<file path="src/rsr_pkg.sv">
// Constants and types for the receive status register bank.
// Assumes one synchronous clock domain shared with the bus master.
//
// Functional notes
// RULE1: CRC result bit: 0 failed, 1 passed.
// RULE2: Three-bit logical address of last packet.
// RULE3: Received CRC field in low 24 bits.
// RULE4: Index of matching device address entry.
// RULE5: Tone extension: duration, reserved bit, type.
// RULE6: Antenna switch state code, idle 0..ending 5.
// RULE7: Sampling state bit: 0 idle, 1 sampling.
// RULE8: Fields update on reception done, else hold.
`default_nettype none

package rsr_pkg;

  // ----------------------------------------------------------------
  // Register offsets (byte addresses)
  // ----------------------------------------------------------------
  localparam int          ADDR_W        = 12;
  localparam logic [11:0] OFS_CRC_RES   = 12'h400;
  localparam logic [11:0] OFS_LADDR     = 12'h408;
  localparam logic [11:0] OFS_RECEIVED_CRC_VALUE     = 12'h40c;
  localparam logic [11:0] OFS_DAI       = 12'h410;
  localparam logic [11:0] OFS_PSTAT     = 12'h414;
  localparam logic [11:0] OFS_TE_INFO   = 12'h44c;
  localparam logic [11:0] OFS_DF_STATE  = 12'h458;
  localparam logic [11:0] OFS_EVT_STAT  = 12'h480;
  localparam logic [11:0] OFS_EVT_EN    = 12'h484;
  localparam logic [11:0] OFS_EVT_CLR   = 12'h488;

  // ----------------------------------------------------------------
  // Field positions, widths and reset values
  // ----------------------------------------------------------------
  localparam int          TE_DUR_LSB    = 0;
  localparam int          TE_RSV_BIT    = 5;
  localparam int          TE_TYPE_LSB   = 6;
  localparam int          DF_SAMP_BIT   = 3;
  localparam logic [31:0] RESET_WORD    = 32'h0000_0000;
  localparam int          EVT_N         = 2;
  localparam int          EVT_RX_DONE   = 0;
  localparam int          EVT_CRC_FAIL  = 1;

  // Antenna switching state codes as reported
  typedef enum logic [2:0] {
    SW_IDLE   = 3'h0,
    SW_OFFSET = 3'h1,
    SW_GUARD  = 3'h2,
    SW_REF    = 3'h3,
    SW_SWITCH = 3'h4,
    SW_ENDING = 3'h5
  } rsr_switch_state_type;

  // Tone extension header as parsed from the packet
  typedef struct packed {
    logic [1:0] tone_extension_type;
    logic       reserved_bit;
    logic [4:0] tone_extension_duration;
  } rsr_te_header_type;

  // Results of one completed reception
  typedef struct packed {
    logic              crc_passed;
    logic [2:0]        logical_address;
    logic [23:0]       crc_value;
    logic [2:0]        match_index;
    logic [1:0]        payload_status;
    rsr_te_header_type te_header;
  } rsr_rx_result_type;

  // Live direction-finding engine state
  typedef struct packed {
    rsr_switch_state_type antenna_switch_state;
    logic                 sample_capture_state;
  } rsr_df_state_type;

  // One register access from the master
  typedef struct packed {
    logic [11:0] addr;
    logic [31:0] wdata;
    logic        wr;
    logic        rd;
  } rsr_bus_req_type;

endpackage : rsr_pkg

`default_nettype wire

</file>
<file path="src/rsr_rx_status.sv">
// Receive status register bank: per-packet results and live
// direction-finding state, read over a plain strobe port.
// Assumes the radio pulses RX_DONE once per finished reception
// with RX_RESULT valid in that cycle.
//
// The plain strobed port was chosen for this implementation.
`default_nettype none

module rsr_rx_status #(
  parameter int ADDR_WIDTH = rsr_pkg::ADDR_W
) (
  input  wire logic                       SYS_CLK,
  input  wire logic                       SYS_RST,
  input  wire rsr_pkg::rsr_bus_req_type   BUS_REQ,
  output var  logic [31:0]                BUS_RDATA,
  input  wire logic                       RX_DONE,
  input  wire rsr_pkg::rsr_rx_result_type RX_RESULT,
  input  wire rsr_pkg::rsr_df_state_type  DF_STATE,
  output var  logic                       IRQ
);

  import rsr_pkg::*;

  // Refuse an address width that the fixed map cannot serve
  if (ADDR_WIDTH != ADDR_W) begin : g_bad_addr
    $error("ADDR_WIDTH must match the register map");
  end

  // ----------------------------------------------------------------
  // Declarations
  // ----------------------------------------------------------------
  rsr_rx_result_type rx_reg;
  rsr_rx_result_type rx_next;
  rsr_df_state_type  df_reg;
  logic [31:0]       rdata_reg;
  logic [31:0]       rdata_next;
  logic [EVT_N-1:0]  evt_set;
  logic [EVT_N-1:0]  evt_status;
  logic [EVT_N-1:0]  evt_enable;
  logic              evt_irq;
  logic              clr_wr;
  logic              en_wr;

  // Address match used by both the read and the write decode
  function automatic logic hit(input logic [11:0] a,
                               input logic [11:0] ofs);
    hit = (a == ofs);
  endfunction : hit

  // ----------------------------------------------------------------
  // Per-packet capture
  // ----------------------------------------------------------------

  // New results load only at reception end; otherwise hold
  always_comb begin
    rx_next = rx_reg;
    if (RX_DONE) begin
      rx_next = RX_RESULT; // RULE8
    end
  end

  // Zero after reset so software sees a failed, empty packet
  always_ff @(posedge SYS_CLK) begin
    if (SYS_RST) begin
      rx_reg <= '0;
    end else begin
      rx_reg <= rx_next; // RULE8
    end
  end

  // ----------------------------------------------------------------
  // Direction-finding state mirror
  // ----------------------------------------------------------------

  // Sampled every cycle; one cycle behind the engine
  always_ff @(posedge SYS_CLK) begin
    if (SYS_RST) begin
      df_reg <= '{antenna_switch_state: SW_IDLE,
                  sample_capture_state: 1'b0};
    end else begin
      df_reg <= DF_STATE; // RULE6 RULE7
    end
  end

  // ----------------------------------------------------------------
  // Events and interrupt
  // ----------------------------------------------------------------

  // A failed CRC also counts as a completed reception
  always_comb begin
    evt_set               = '0;
    evt_set[EVT_RX_DONE]  = RX_DONE;
    evt_set[EVT_CRC_FAIL] = RX_DONE && !RX_RESULT.crc_passed;
  end

  assign clr_wr = BUS_REQ.wr && hit(BUS_REQ.addr, OFS_EVT_CLR);
  assign en_wr  = BUS_REQ.wr && hit(BUS_REQ.addr, OFS_EVT_EN);

  rsr_event_flags #(
    .N (EVT_N)
  ) u_events (
    .clk        (SYS_CLK),
    .rst        (SYS_RST),
    .set_evt    (evt_set),
    .clr_wr     (clr_wr),
    .en_wr      (en_wr),
    .wdata      (BUS_REQ.wdata[EVT_N-1:0]),
    .status_reg (evt_status),
    .enable_reg (evt_enable),
    .irq_reg    (evt_irq)
  );

  assign IRQ = evt_irq;

  // ----------------------------------------------------------------
  // Read decode
  // ----------------------------------------------------------------

  // Unmapped and write-only addresses read as zero
  always_comb begin
    rdata_next = RESET_WORD;
    if (BUS_REQ.rd) begin
      case (1'b1)
        hit(BUS_REQ.addr, OFS_CRC_RES): begin
          rdata_next[0] = rx_reg.crc_passed; // RULE1
        end
        hit(BUS_REQ.addr, OFS_LADDR): begin
          rdata_next[2:0] = rx_reg.logical_address; // RULE2
        end
        hit(BUS_REQ.addr, OFS_RECEIVED_CRC_VALUE): begin
          rdata_next[23:0] = rx_reg.crc_value; // RULE3
        end
        hit(BUS_REQ.addr, OFS_DAI): begin
          rdata_next[2:0] = rx_reg.match_index; // RULE4
        end
        hit(BUS_REQ.addr, OFS_PSTAT): begin
          rdata_next[1:0] = rx_reg.payload_status;
        end
        hit(BUS_REQ.addr, OFS_TE_INFO): begin
          rdata_next[TE_DUR_LSB +: 5] =
            rx_reg.te_header.tone_extension_duration; // RULE5
          rdata_next[TE_RSV_BIT] =
            rx_reg.te_header.reserved_bit; // RULE5
          rdata_next[TE_TYPE_LSB +: 2] =
            rx_reg.te_header.tone_extension_type; // RULE5
        end
        hit(BUS_REQ.addr, OFS_DF_STATE): begin
          rdata_next[2:0] = df_reg.antenna_switch_state; // RULE6
          rdata_next[DF_SAMP_BIT] =
            df_reg.sample_capture_state; // RULE7
        end
        hit(BUS_REQ.addr, OFS_EVT_STAT): begin
          rdata_next[EVT_N-1:0] = evt_status;
        end
        hit(BUS_REQ.addr, OFS_EVT_EN): begin
          rdata_next[EVT_N-1:0] = evt_enable;
        end
        default: begin
          rdata_next = RESET_WORD;
        end
      endcase
    end
  end

  // Data stands only in the cycle after the strobe
  always_ff @(posedge SYS_CLK) begin
    if (SYS_RST) begin
      rdata_reg <= RESET_WORD;
    end else begin
      rdata_reg <= rdata_next;
    end
  end

  assign BUS_RDATA = rdata_reg;
endmodule : rsr_rx_status

`default_nettype wire

</file>
<file path="src/rsr_event_flags.sv">
// Sticky event flags with enable mask and a level interrupt.
// Assumes set pulses and clear writes share the one clock.
`default_nettype none

module rsr_event_flags #(
  parameter int N = 2
) (
  input  wire logic         clk,
  input  wire logic         rst,
  input  wire logic [N-1:0] set_evt,
  input  wire logic         clr_wr,
  input  wire logic         en_wr,
  input  wire logic [N-1:0] wdata,
  output var  logic [N-1:0] status_reg,
  output var  logic [N-1:0] enable_reg,
  output var  logic         irq_reg
);

  // Refuse widths that the bus word cannot hold
  if (N < 1 || N > 32) begin : g_bad_n
    $error("N must be 1 to 32");
  end

  // ----------------------------------------------------------------
  // Flags: set wins over a clear in the same cycle
  // ----------------------------------------------------------------
  for (genvar i = 0; i < N; i++) begin : g_flag
    always_ff @(posedge clk) begin
      if (rst) begin
        status_reg[i] <= 1'b0;
      end else if (set_evt[i]) begin
        status_reg[i] <= 1'b1;
      end else if (clr_wr && wdata[i]) begin
        status_reg[i] <= 1'b0;
      end
    end
  end

  // Enable mask, written whole
  always_ff @(posedge clk) begin
    if (rst) begin
      enable_reg <= '0;
    end else if (en_wr) begin
      enable_reg <= wdata;
    end
  end

  // Interrupt level lags the flags by one cycle
  always_ff @(posedge clk) begin
    if (rst) begin
      irq_reg <= 1'b0;
    end else begin
      irq_reg <= |(status_reg & enable_reg);
    end
  end

endmodule : rsr_event_flags

`default_nettype wire

</file>
<file path="config.mk">
export PLATFORM = sky130hd
export DESIGN_NAME = rsr_rx_status
export DESIGN_NICKNAME = d
export VERILOG_FILES = /design/src/rsr_pkg.sv /design/src/rsr_rx_status.sv /design/src/rsr_event_flags.sv
export SDC_FILE = /design/constraint.sdc
export NUM_CORES = 1
export LEC_CHECK = 0
export BUFFER_PORTS_ARGS = -buffer_cell sky130_fd_sc_hd__buf_2
export CAP_MARGIN = 0
export CORE_UTILIZATION = 53
export CTS_BUF_LIST = sky130_fd_sc_hd__clkbuf_8
export CTS_CLUSTER_DIAMETER = 30
export CTS_CLUSTER_SIZE = 10
export DETAILED_ROUTE_END_ITERATION = 12
export PLACE_DENSITY = 0.88
export SLEW_MARGIN = 20
export SYNTH_ARGS = -nofsm -noshare
export SYNTH_HDL_FRONTEND = slang
export SYNTH_SLANG_ARGS = --single-unit
export TNS_END_PERCENT = 100
</file>
<file path="constraint.sdc">
create_clock -name SYS_CLK -period 3.61 [get_ports SYS_CLK]
set_input_delay 0.5415 -clock SYS_CLK [delete_from_list [all_inputs] [get_ports SYS_CLK]]
set_output_delay 0.5415 -clock SYS_CLK [all_outputs]
set_load 0.005 [all_outputs]
</file>
# == Word level (Yosys, flattened, before mapping) ==
# Cells that the tools add are included.
# W data, S select, Z words.
# totals
output_inout_bits,33
in_bits,94
wordCells,81
register_bits,82
# classes
muxes,36
n_eq_ne,10
reduce_logical,13
bitwise,3
# op_table
op,count
$eq A12 B11 Y1 const B,10
$mux W1,32
$mux W4,4
$logic_and A1 B1 Y1,5
$reduce_or A5 Y1,1
$reduce_bool A2 Y1,2
$reduce_or A2 Y1,2
$reduce_or A4 Y1,1
$reduce_or A3 Y1,1
$and A2 B2 Y2,1
$not A1 Y1,2
$logic_not A1 Y1,1

# == Depth between registers and ports, before layout ==
# Gate-level depths: netlist of the first run.
# logic_depth
ltp_word,10
ltp_mapped,6
mapped_depth_nobuf,5

# == Cells and area by module ==
# Synthesis of the first run repeated with hierarchy kept, for this count alone.
# hier_totals
hier_cells,288
area_unflattened_um2,2894.0
# by_module_without_submodules
module,area_each_um2,n_inst,seq_area_each_um2,cells_per_inst
rsr_rx_status,2722.6,1,1381.3,271
rsr_event_flags,171.4,1,100.1,17

# == Worst setup path after synthesis of the first run ==
# No wires, ideal clock.
# synth_path
path_kind,input port to flip-flop
from,input BUS_REQ[38] (netlist bit)
to,"register rdata_reg[14], in the netlist BUS_RDATA[14]"
t_arrival_ns,2.026
t_required_ns,3.497
setup_slack_ns,1.471
setup_ns,0.113
path_buffers,1
cell_stages,5
cell_sequence,or4_4 o41ai_4 nor2b_4 buf_6 and2_4
# synth_via
elab_chain_len,3
elab_cells_between_ends,5
classes_between,eq/ne: 3; bitwise: 1; reduce/logical: 1
# synth_rtl
element,line_no,text
start: declaration,rsr_rx_status.sv:14,"input wire rsr_pkg::rsr_bus_req_type BUS_REQ,"
$eq A12 B11 Y1,rsr_rx_status.sv:47,hit = (a == ofs);
$not A1 Y1 (no line),-,
$reduce_or A5 Y1 (no line) *,-,
end signal: assignment,rsr_rx_status.sv:170,rdata_reg <= rdata_next;
end: declaration,rsr_rx_status.sv:35,logic [31:0] rdata_reg;
# Every way passes the cells marked *; elsewhere a longest branch is shown, timed or not.
# A chain may end at the register's enable or synchronous reset.

# == Worst setup path in the final report of the first run ==
# layout_path
from,input BUS_REQ[38] (netlist bit)
to,"register rdata_reg[12], in the netlist BUS_RDATA[12]"
# The elaborated chain is that of the path after synthesis.

==> summary.txt, run 1 <==
Placement
  • Gpl congestion: 0.872
  • DP Area: 3370 sq um
  • Placed insts: 423
  • Port Buf Inserts: 88
  • Dpl hpwl: 4230 um

Route
  • Routed WL per cell: 13.8 um
  • Via count: 2219
  • Post-DRT Antenna Nets: 0
  • DR iter-0 viols: 216
  • DRT Wirelength: 6050 um
  • Vias per std cell: 5.05
  • Initial DRT Pass Iterations: 4
  • Drt drc: 0

Global routing
  • Global Route Usage Sum: 0.215
  • GRT overflow: 0
  • Global-route wire length before repair: 9770 um
  • Initial antenna violation count: 0
  • Largest net degree at the start of global routing: 51
  • Vias in the first global route: 2142

Power
  • Leakage: 1.67 nW
  • Clock power share: 0.388
  • Pwr Density: 455 nW/um^2
  • Switching portion of total power: 0.224
  • Sequential power share: 0.532
  • Int Pwr: 0.00126 W
  • Gate power share: 0.080
  • VDD IR-drop max: 0.000272 V
  • Switch Pwr: 0.000364 W

Timing
  • Minimum hold slack: 0.414 ns
  • Setup_tns: 0 ns
  • Crit share post-route: 0.611
  • Min cycle time layout: 2.21 ns
  • Setup Skew: 0.00475 ns
  • RSZ-0062 raised after global routing: false
  • Max_slew headroom: 0.516
  • Slew Limit Fails: 0
  • Max Clk Rate: 453 MHz
  • Setup-failing EPs final: 0
  • Final hold vios: 0
  • Measured slew at the worst slew-check pin: 0.716 ns

Floorplanning
  • Num rows: 26
  • Initial Util: 0.562
  • Chip Width: 76.3 um
  • Std-Cell Core Area: 5200 sq um
  • Die Y: 76.3 um
  • Io pins: 127
  • Die ar.: 5820 sq um

Hold path
  • Hold Path Class: input port to register
  • Hold Startpoint: DF_STATE[0]
  • Min-Delay Path Depth: 2
  • Hold Crit Endpoint: df_reg[0]

Yosys
  • Cell with the most instances after synthesis: dfxtp_1
  • Netlist cell types: 44
  • Ys async rst share: 0
  • Syn Inst Count: 278
  • Yosys top cell by area: dfxtp_1
  • Seq cells post-synth: 74
  • Largest cells by area after synthesis: dfxtp_1 51%, mux2i_1 15%, nor2_1 7.2%
  • Post-Syn Area per Cell: 10.5 sq um
  • Primary FF master, synth: dfxtp_1
  • EDFF count, synth: 0
  • Warnings, synthesis: 0
  • Sequential share of the synthesized area: 0.506
  • Synth top area share: 0.506
  • Synth Cell Area: 2930 sq um
  • Top post-synthesis cells by count: 74 x dfxtp_1, 56 x nor2_1, 45 x mux2i_1

Clock tree
  • Gates resized, CTS repair: 0
  • Clock Latency Late Sink: 0.33 ns
  • Num CTS Buffers: 9
  • Depth of the CTS H-tree: 3
  • Clock Tree Root: clkbuf_8
  • Clock transition at path regs: 0.07 ns
  • CTS sink cnt: 74
  • Setup Fix Bufs, Post-CTS: 0
  • Cts hold-fix bufs: 0
  • CTS tree: built
  • Max clock buf depth: 2

Cells and area
  • Final Util: 0.685
  • Fraction of layout cells with a size suffix above 1: 0.363
  • Max reg flops: 41
  • Fin cells: 439
  • Final instance area: 3560 sq um
  • Layout Area Growth over Synthesis: 21.9%
  • Layout Nets: 458
  • N_diodes: 0

Critical path
  • R2R setup slack: 2.32 ns
  • Critical path class: input port to register
  • Reg2reg start: u_events.enable_reg[1]
  • CP required: 3.89 ns
  • Critical Path Sink Type: register
  • Reg2reg end: BUS_RDATA[1]
  • Worst EP arrival: 2.49 ns
  • Worst r2r path cells: 5
  • Startpoint Class: input port
  • Crit-path max FO: 16

Status
  • Run status: finished clean

Run
  • Max-cap violations: 0
==> kinds of logic (layout without fill, tap and decap cells) <==
group,after synthesis,in the layout,share of synthesized area
compound gates,24,24,0.0654
buf+inv,25,109,0.0475
flops,74,74,0.506
mux,47,47,0.162
other cells,1,8,0.00128
simple gates,107,107,0.218
==> cell usage in the layout (no fill, tap or decap), drive strengths merged, types with 3 or more instances in the layout <==
master / instances
nand2: 4
nor2: 56
clkbuf: 11
a22oi: 9
and2: 17
nor4b: 3
conb: 8
mux2i: 45
dfxtp: 74
nor2b: 8
buf: 90
a21oi: 5
inv: 6
nor4: 4
==> power groups by stage <==
stage	registers [W]	logic, W	clock network, W
6_report	0.000863	0.000130	0.000630
5_1_grt	0.000867	0.000143	0.000671
4_1_cts	0.000863	0.000130	0.000639
3_5_place_dp	0.000882	0.000130	0
3_3_place_gp	0.000880	0.000126	0
2_1_floorplan	0.000876	0.0000880	0
==> through the flow <==
| step | setup slack (ns) | total power [W] |
|---|---|---|
| 6_report | 1.40 | 0.00162 |
| 5_1_grt | 1.34 | 0.00168 |
| 4_1_cts | 1.42 | 0.00163 |
| 3_5_place_dp | 1.08 | 0.00101 |
| 3_3_place_gp | 1.06 | 0.00101 |
| 2_1_floorplan | 1.47 | 0.000964 |
==> routing by layer <==
metal	part of all wire	GRT usage	wire length [um]	up-vias
met2	0.48	0.346	2930	100
met1	0.43	0.258	2590	1004
met3	0.075	0.0683	454	8
li1	-	-	-	1107
met5	0	0	0	-
met4	0.013	0.106	76	0
==> cell type report <==
type | instances | area [sq um]
clock buffer | 11 | 151
clock inverter | 5 | 46.3
fill | 397 | 1640
inverter | 3 | 11.3
multi-input combinational | 186 | 1330
sequential | 74 | 1480
tap | 70 | 87.6
timing repair buffer | 90 | 455
==> how the worst max path moves through the flow <==
stage	startpoint	to	depth (start not counted)
3_5_place_dp	BUS_REQ[38]	BUS_RDATA[12]	5
4_1_cts	BUS_REQ[38]	BUS_RDATA[12]	5
5_1_grt	BUS_REQ[38]	BUS_RDATA[12]	5
2_1_floorplan	BUS_REQ[38]	BUS_RDATA[14]	5
3_3_place_gp	BUS_REQ[38]	BUS_RDATA[10]	5
6_report	BUS_REQ[38]	BUS_RDATA[12]	5
==> worst max-delay path, stage by stage <==
cell     delay (ns)
buf_2          0.12
or4_4          0.59
nor4_4         0.53
nor2b_4        0.49
and2_2         0.21
Note: power is estimated with default switching activity, not from simulation.
==> inputs of run 2 (changes only) <==
--- a/config.mk
+++ b/config.mk
@@ -7,12 +7,12 @@
 export LEC_CHECK = 0
 export BUFFER_PORTS_ARGS = -buffer_cell sky130_fd_sc_hd__buf_2
 export CAP_MARGIN = 0
-export CORE_UTILIZATION = 53
+export CORE_UTILIZATION = 44
 export CTS_BUF_LIST = sky130_fd_sc_hd__clkbuf_8
 export CTS_CLUSTER_DIAMETER = 30
 export CTS_CLUSTER_SIZE = 10
 export DETAILED_ROUTE_END_ITERATION = 12
-export PLACE_DENSITY = 0.88
+export PLACE_DENSITY = 0.78
 export SLEW_MARGIN = 20
 export SYNTH_ARGS = -nofsm -noshare
 export SYNTH_HDL_FRONTEND = slang
==> constraint.sdc (replaced) <==
create_clock -name SYS_CLK -period 1.9 [get_ports SYS_CLK]
set_input_delay 0.285 -clock SYS_CLK [delete_from_list [all_inputs] [get_ports SYS_CLK]]
set_output_delay 0.285 -clock SYS_CLK [all_outputs]
set_load 0.005 [all_outputs]
==> run 2 against run 1 <==
Wire length is 2.1% higher. Clock skew is 0.0037 ns higher. Via count up 3.2%. Sequential cell count stayed put. Critical path type unchanged. Non-clock buffer count increased by 20. Power rose by 98%. Count of clock-buffer cells in the layout down 1. Clock power up 110%. Sequential share of layout area is 2.2 points lower. First-iteration DRC count shrank 56%. Highest routed layer unchanged. Die area increased by 20%.
==> summary.txt, run 2 (same netlist as run 1, synthesis figures left out) <==
Clock tree
  • Max clock buf depth: 2 (unchanged)
  • CTS tree: built
  • Num CTS Buffers: 9 (unchanged)
  • Setup Fix Bufs, Post-CTS: 0 (unchanged)
  • Clock Tree Root: clkbuf_8
  • Cts hold-fix bufs: 0 (unchanged)
  • Gates resized, CTS repair: 0 (unchanged)
  • CTS sink cnt: 74 (unchanged)
  • Depth of the CTS H-tree: 3 (unchanged)
  • Clock transition at path regs: 0.08 ns (about the same)
  • Clock Latency Late Sink: 0.33 ns (about the same)

Placement
  • Dpl ws: -0.179 ns (-1.26 ns)
  • DP Area: 3550 sq um (+5.5%)
  • Port Buf Inserts: 88 (unchanged)
  • Dpl hpwl: 4510 um (+6.5%)
  • Placed insts: 450 (+6.4%)
  • Gpl congestion: 0.838 (-3.9%)

Cells and area
  • Fraction of layout cells with a size suffix above 1: 0.399 (+0.0363)
  • Most common cell after layout, fill and taps aside: buf_2
  • Final Util: 0.590 (-0.0947)
  • Final instance area: 3770 sq um (+5.7%)
  • Layout Nets: 478 (+4.4%)
  • Most frequent cells in the layout: 88 x buf_2, 74 x dfxtp_1, 56 x nor2_1
  • Max reg flops: 41 (unchanged)
  • Fin cells: 465 (+5.9%)
  • Layout Area Growth over Synthesis: 28.8%
  • N_diodes: 0 (unchanged)

Route
  • Initial DRT Pass Iterations: 4 (unchanged)
  • Routed WL per cell: 13.3 um (-3.7%)
  • Drt drc: 0 (unchanged)
  • Post-DRT Antenna Nets: 0 (unchanged)
  • DRT Wirelength: 6170 um (+2.1%)
  • DR iter-0 viols: 94 (-56%)
  • Vias per std cell: 4.93 (-2.5%)
  • Via count: 2291 (+3.2%)

Hold path
  • Hold Startpoint: DF_STATE[3]
  • Hold Path Class: input port to register

Timing
  • Min setup slack post-route: 0.170 ns (-1.23 ns)
  • RSZ-0062 raised after global routing: false
  • Setup Skew: 0.00843 ns (+0.00368 ns)
  • Min cycle time layout: 1.73 ns
  • Crit share post-route: 0.911
  • Measured slew at the worst slew-check pin: 0.514 ns (-0.201 ns)
  • Setup-failing EPs final: 0 (unchanged)
  • Max_slew headroom: 0.657 (+0.141)
  • Max Clk Rate: 578 MHz
  • Final hold vios: 0 (unchanged)
  • Slew Limit Fails: 0 (unchanged)

Power
  • VDD IR-drop max: 0.000636 V (+130%)
  • Int Pwr: 0.00251 W (+99%)
  • Leakage: 1.78 nW (+6.3%)
  • Pwr Density: 852 nW/um^2 (+87%)
  • Switch Pwr: 0.000702 W (+93%)
  • Gate power share: 0.083 (+0.003)
  • Switching portion of total power: 0.218 (-0.00564)
  • Clock power share: 0.407 (+0.019)
  • Sequential power share: 0.510 (-0.022)
  • Tot Pwr: 0.00321 W (+98%)

Critical path
  • Worst EP arrival: 1.94 ns (-0.55 ns)
  • Startpoint Class: input port
  • Worst setup path start: BUS_REQ[45]
  • Max stage delay on crit path: 0.62 ns (+0.03 ns)
  • CP required: 2.11 ns (-1.78 ns)
  • Crit-path max FO: 6 (-10)
  • Critical path class: input port to register
  • Reg2reg start: u_events.enable_reg[1]
  • Critical Path Sink Type: register
  • Crit path cell chain: buf_2 -> or4b_4 -> buf_4 -> nor4_1 -> nand2b_1 -> o31ai_1
  • Crit-path slowest cell: or4b_4

Floorplanning
  • Std-Cell Core Area: 6390 sq um (+23%)
  • Die Y: 83.5 um (+9.5%)
  • Die ar.: 6980 sq um (+20%)
  • Chip Width: 83.5 um (+9.5%)
  • Num rows: 29 (+12%)
  • Io pins: 127 (unchanged)
  • Initial Util: 0.458 (-0.104)

Global routing
  • Vias in the first global route: 2248 (+4.9%)
  • Largest net degree at the start of global routing: 51 (unchanged)
  • Global-route wire length before repair: 10200 um (+4.6%)
  • GRT overflow: 0 (unchanged)
  • Global Route Usage Sum: 0.185 (-0.0292)
  • Initial antenna violation count: 0 (unchanged)

Run
  • Max-cap violations: 0 (unchanged)

Status
  • Run status: finished clean
[run 2: layer usage]
layer / track usage / vias to the layer above / part of all wire
li1: - / 1143 / -
met1: 0.226 / 1064 / 0.44
met2: 0.308 / 76 / 0.49
met3: 0.0643 / 8 / 0.065
met4: 0.0586 / 0 / 0.0099
met5: 0 / - / 0
[run 2: per-stage QoR]
step / setup TNS, ns / hold WS (ns)
finish: 0 / 0.163
global placement: -0.444 / 0.434
detailed placement: -0.820 / 0.444
CTS: 0 / 0.144
global route: 0 / 0.155
floorplan: 0 / 0.413
[run 2: path summary, 6_finish.rpt]
check	to	slack, ns	cells after the start
worst max-delay path	BUS_RDATA[0]	0.17	6
worst min-delay path	df_reg[3]	0.16	2
worst max register to register	BUS_RDATA[1]	0.58	5
worst min register to register	BUS_RDATA[3]	0.45	2
[run 2: cell type report]
| type | count | area, sq um |
|---|---|---|
| Inverter | 3 | 11.3 |
| Clock buffer | 10 | 138 |
| Multi-Input combinational cell | 186 | 1330 |
| Sequential cell | 74 | 1480 |
| Timing Repair Buffer | 110 | 631 |
| Tap cell | 77 | 96.3 |
| Clock inverter | 5 | 80.1 |
| Fill cell | 546 | 2620 |
[run 2: critical path, delay by kind of cell]
kind,cells,cell delay [ns]
AOI/OAI and AO/OA,1,0.11
and+or+nand+nor,3,1.24
buffers and inverters,2,0.30
[run 2: power groups by stage]
stage                     combinational, W  sequential [W]  clock, W
after global routing              0.000293         0.00165   0.00142
after floorplan                   0.000167         0.00167         0
after detailed placement          0.000267         0.00168         0
after CTS                         0.000268         0.00164   0.00134
final                             0.000265         0.00164   0.00131
after global placement            0.000260         0.00167         0
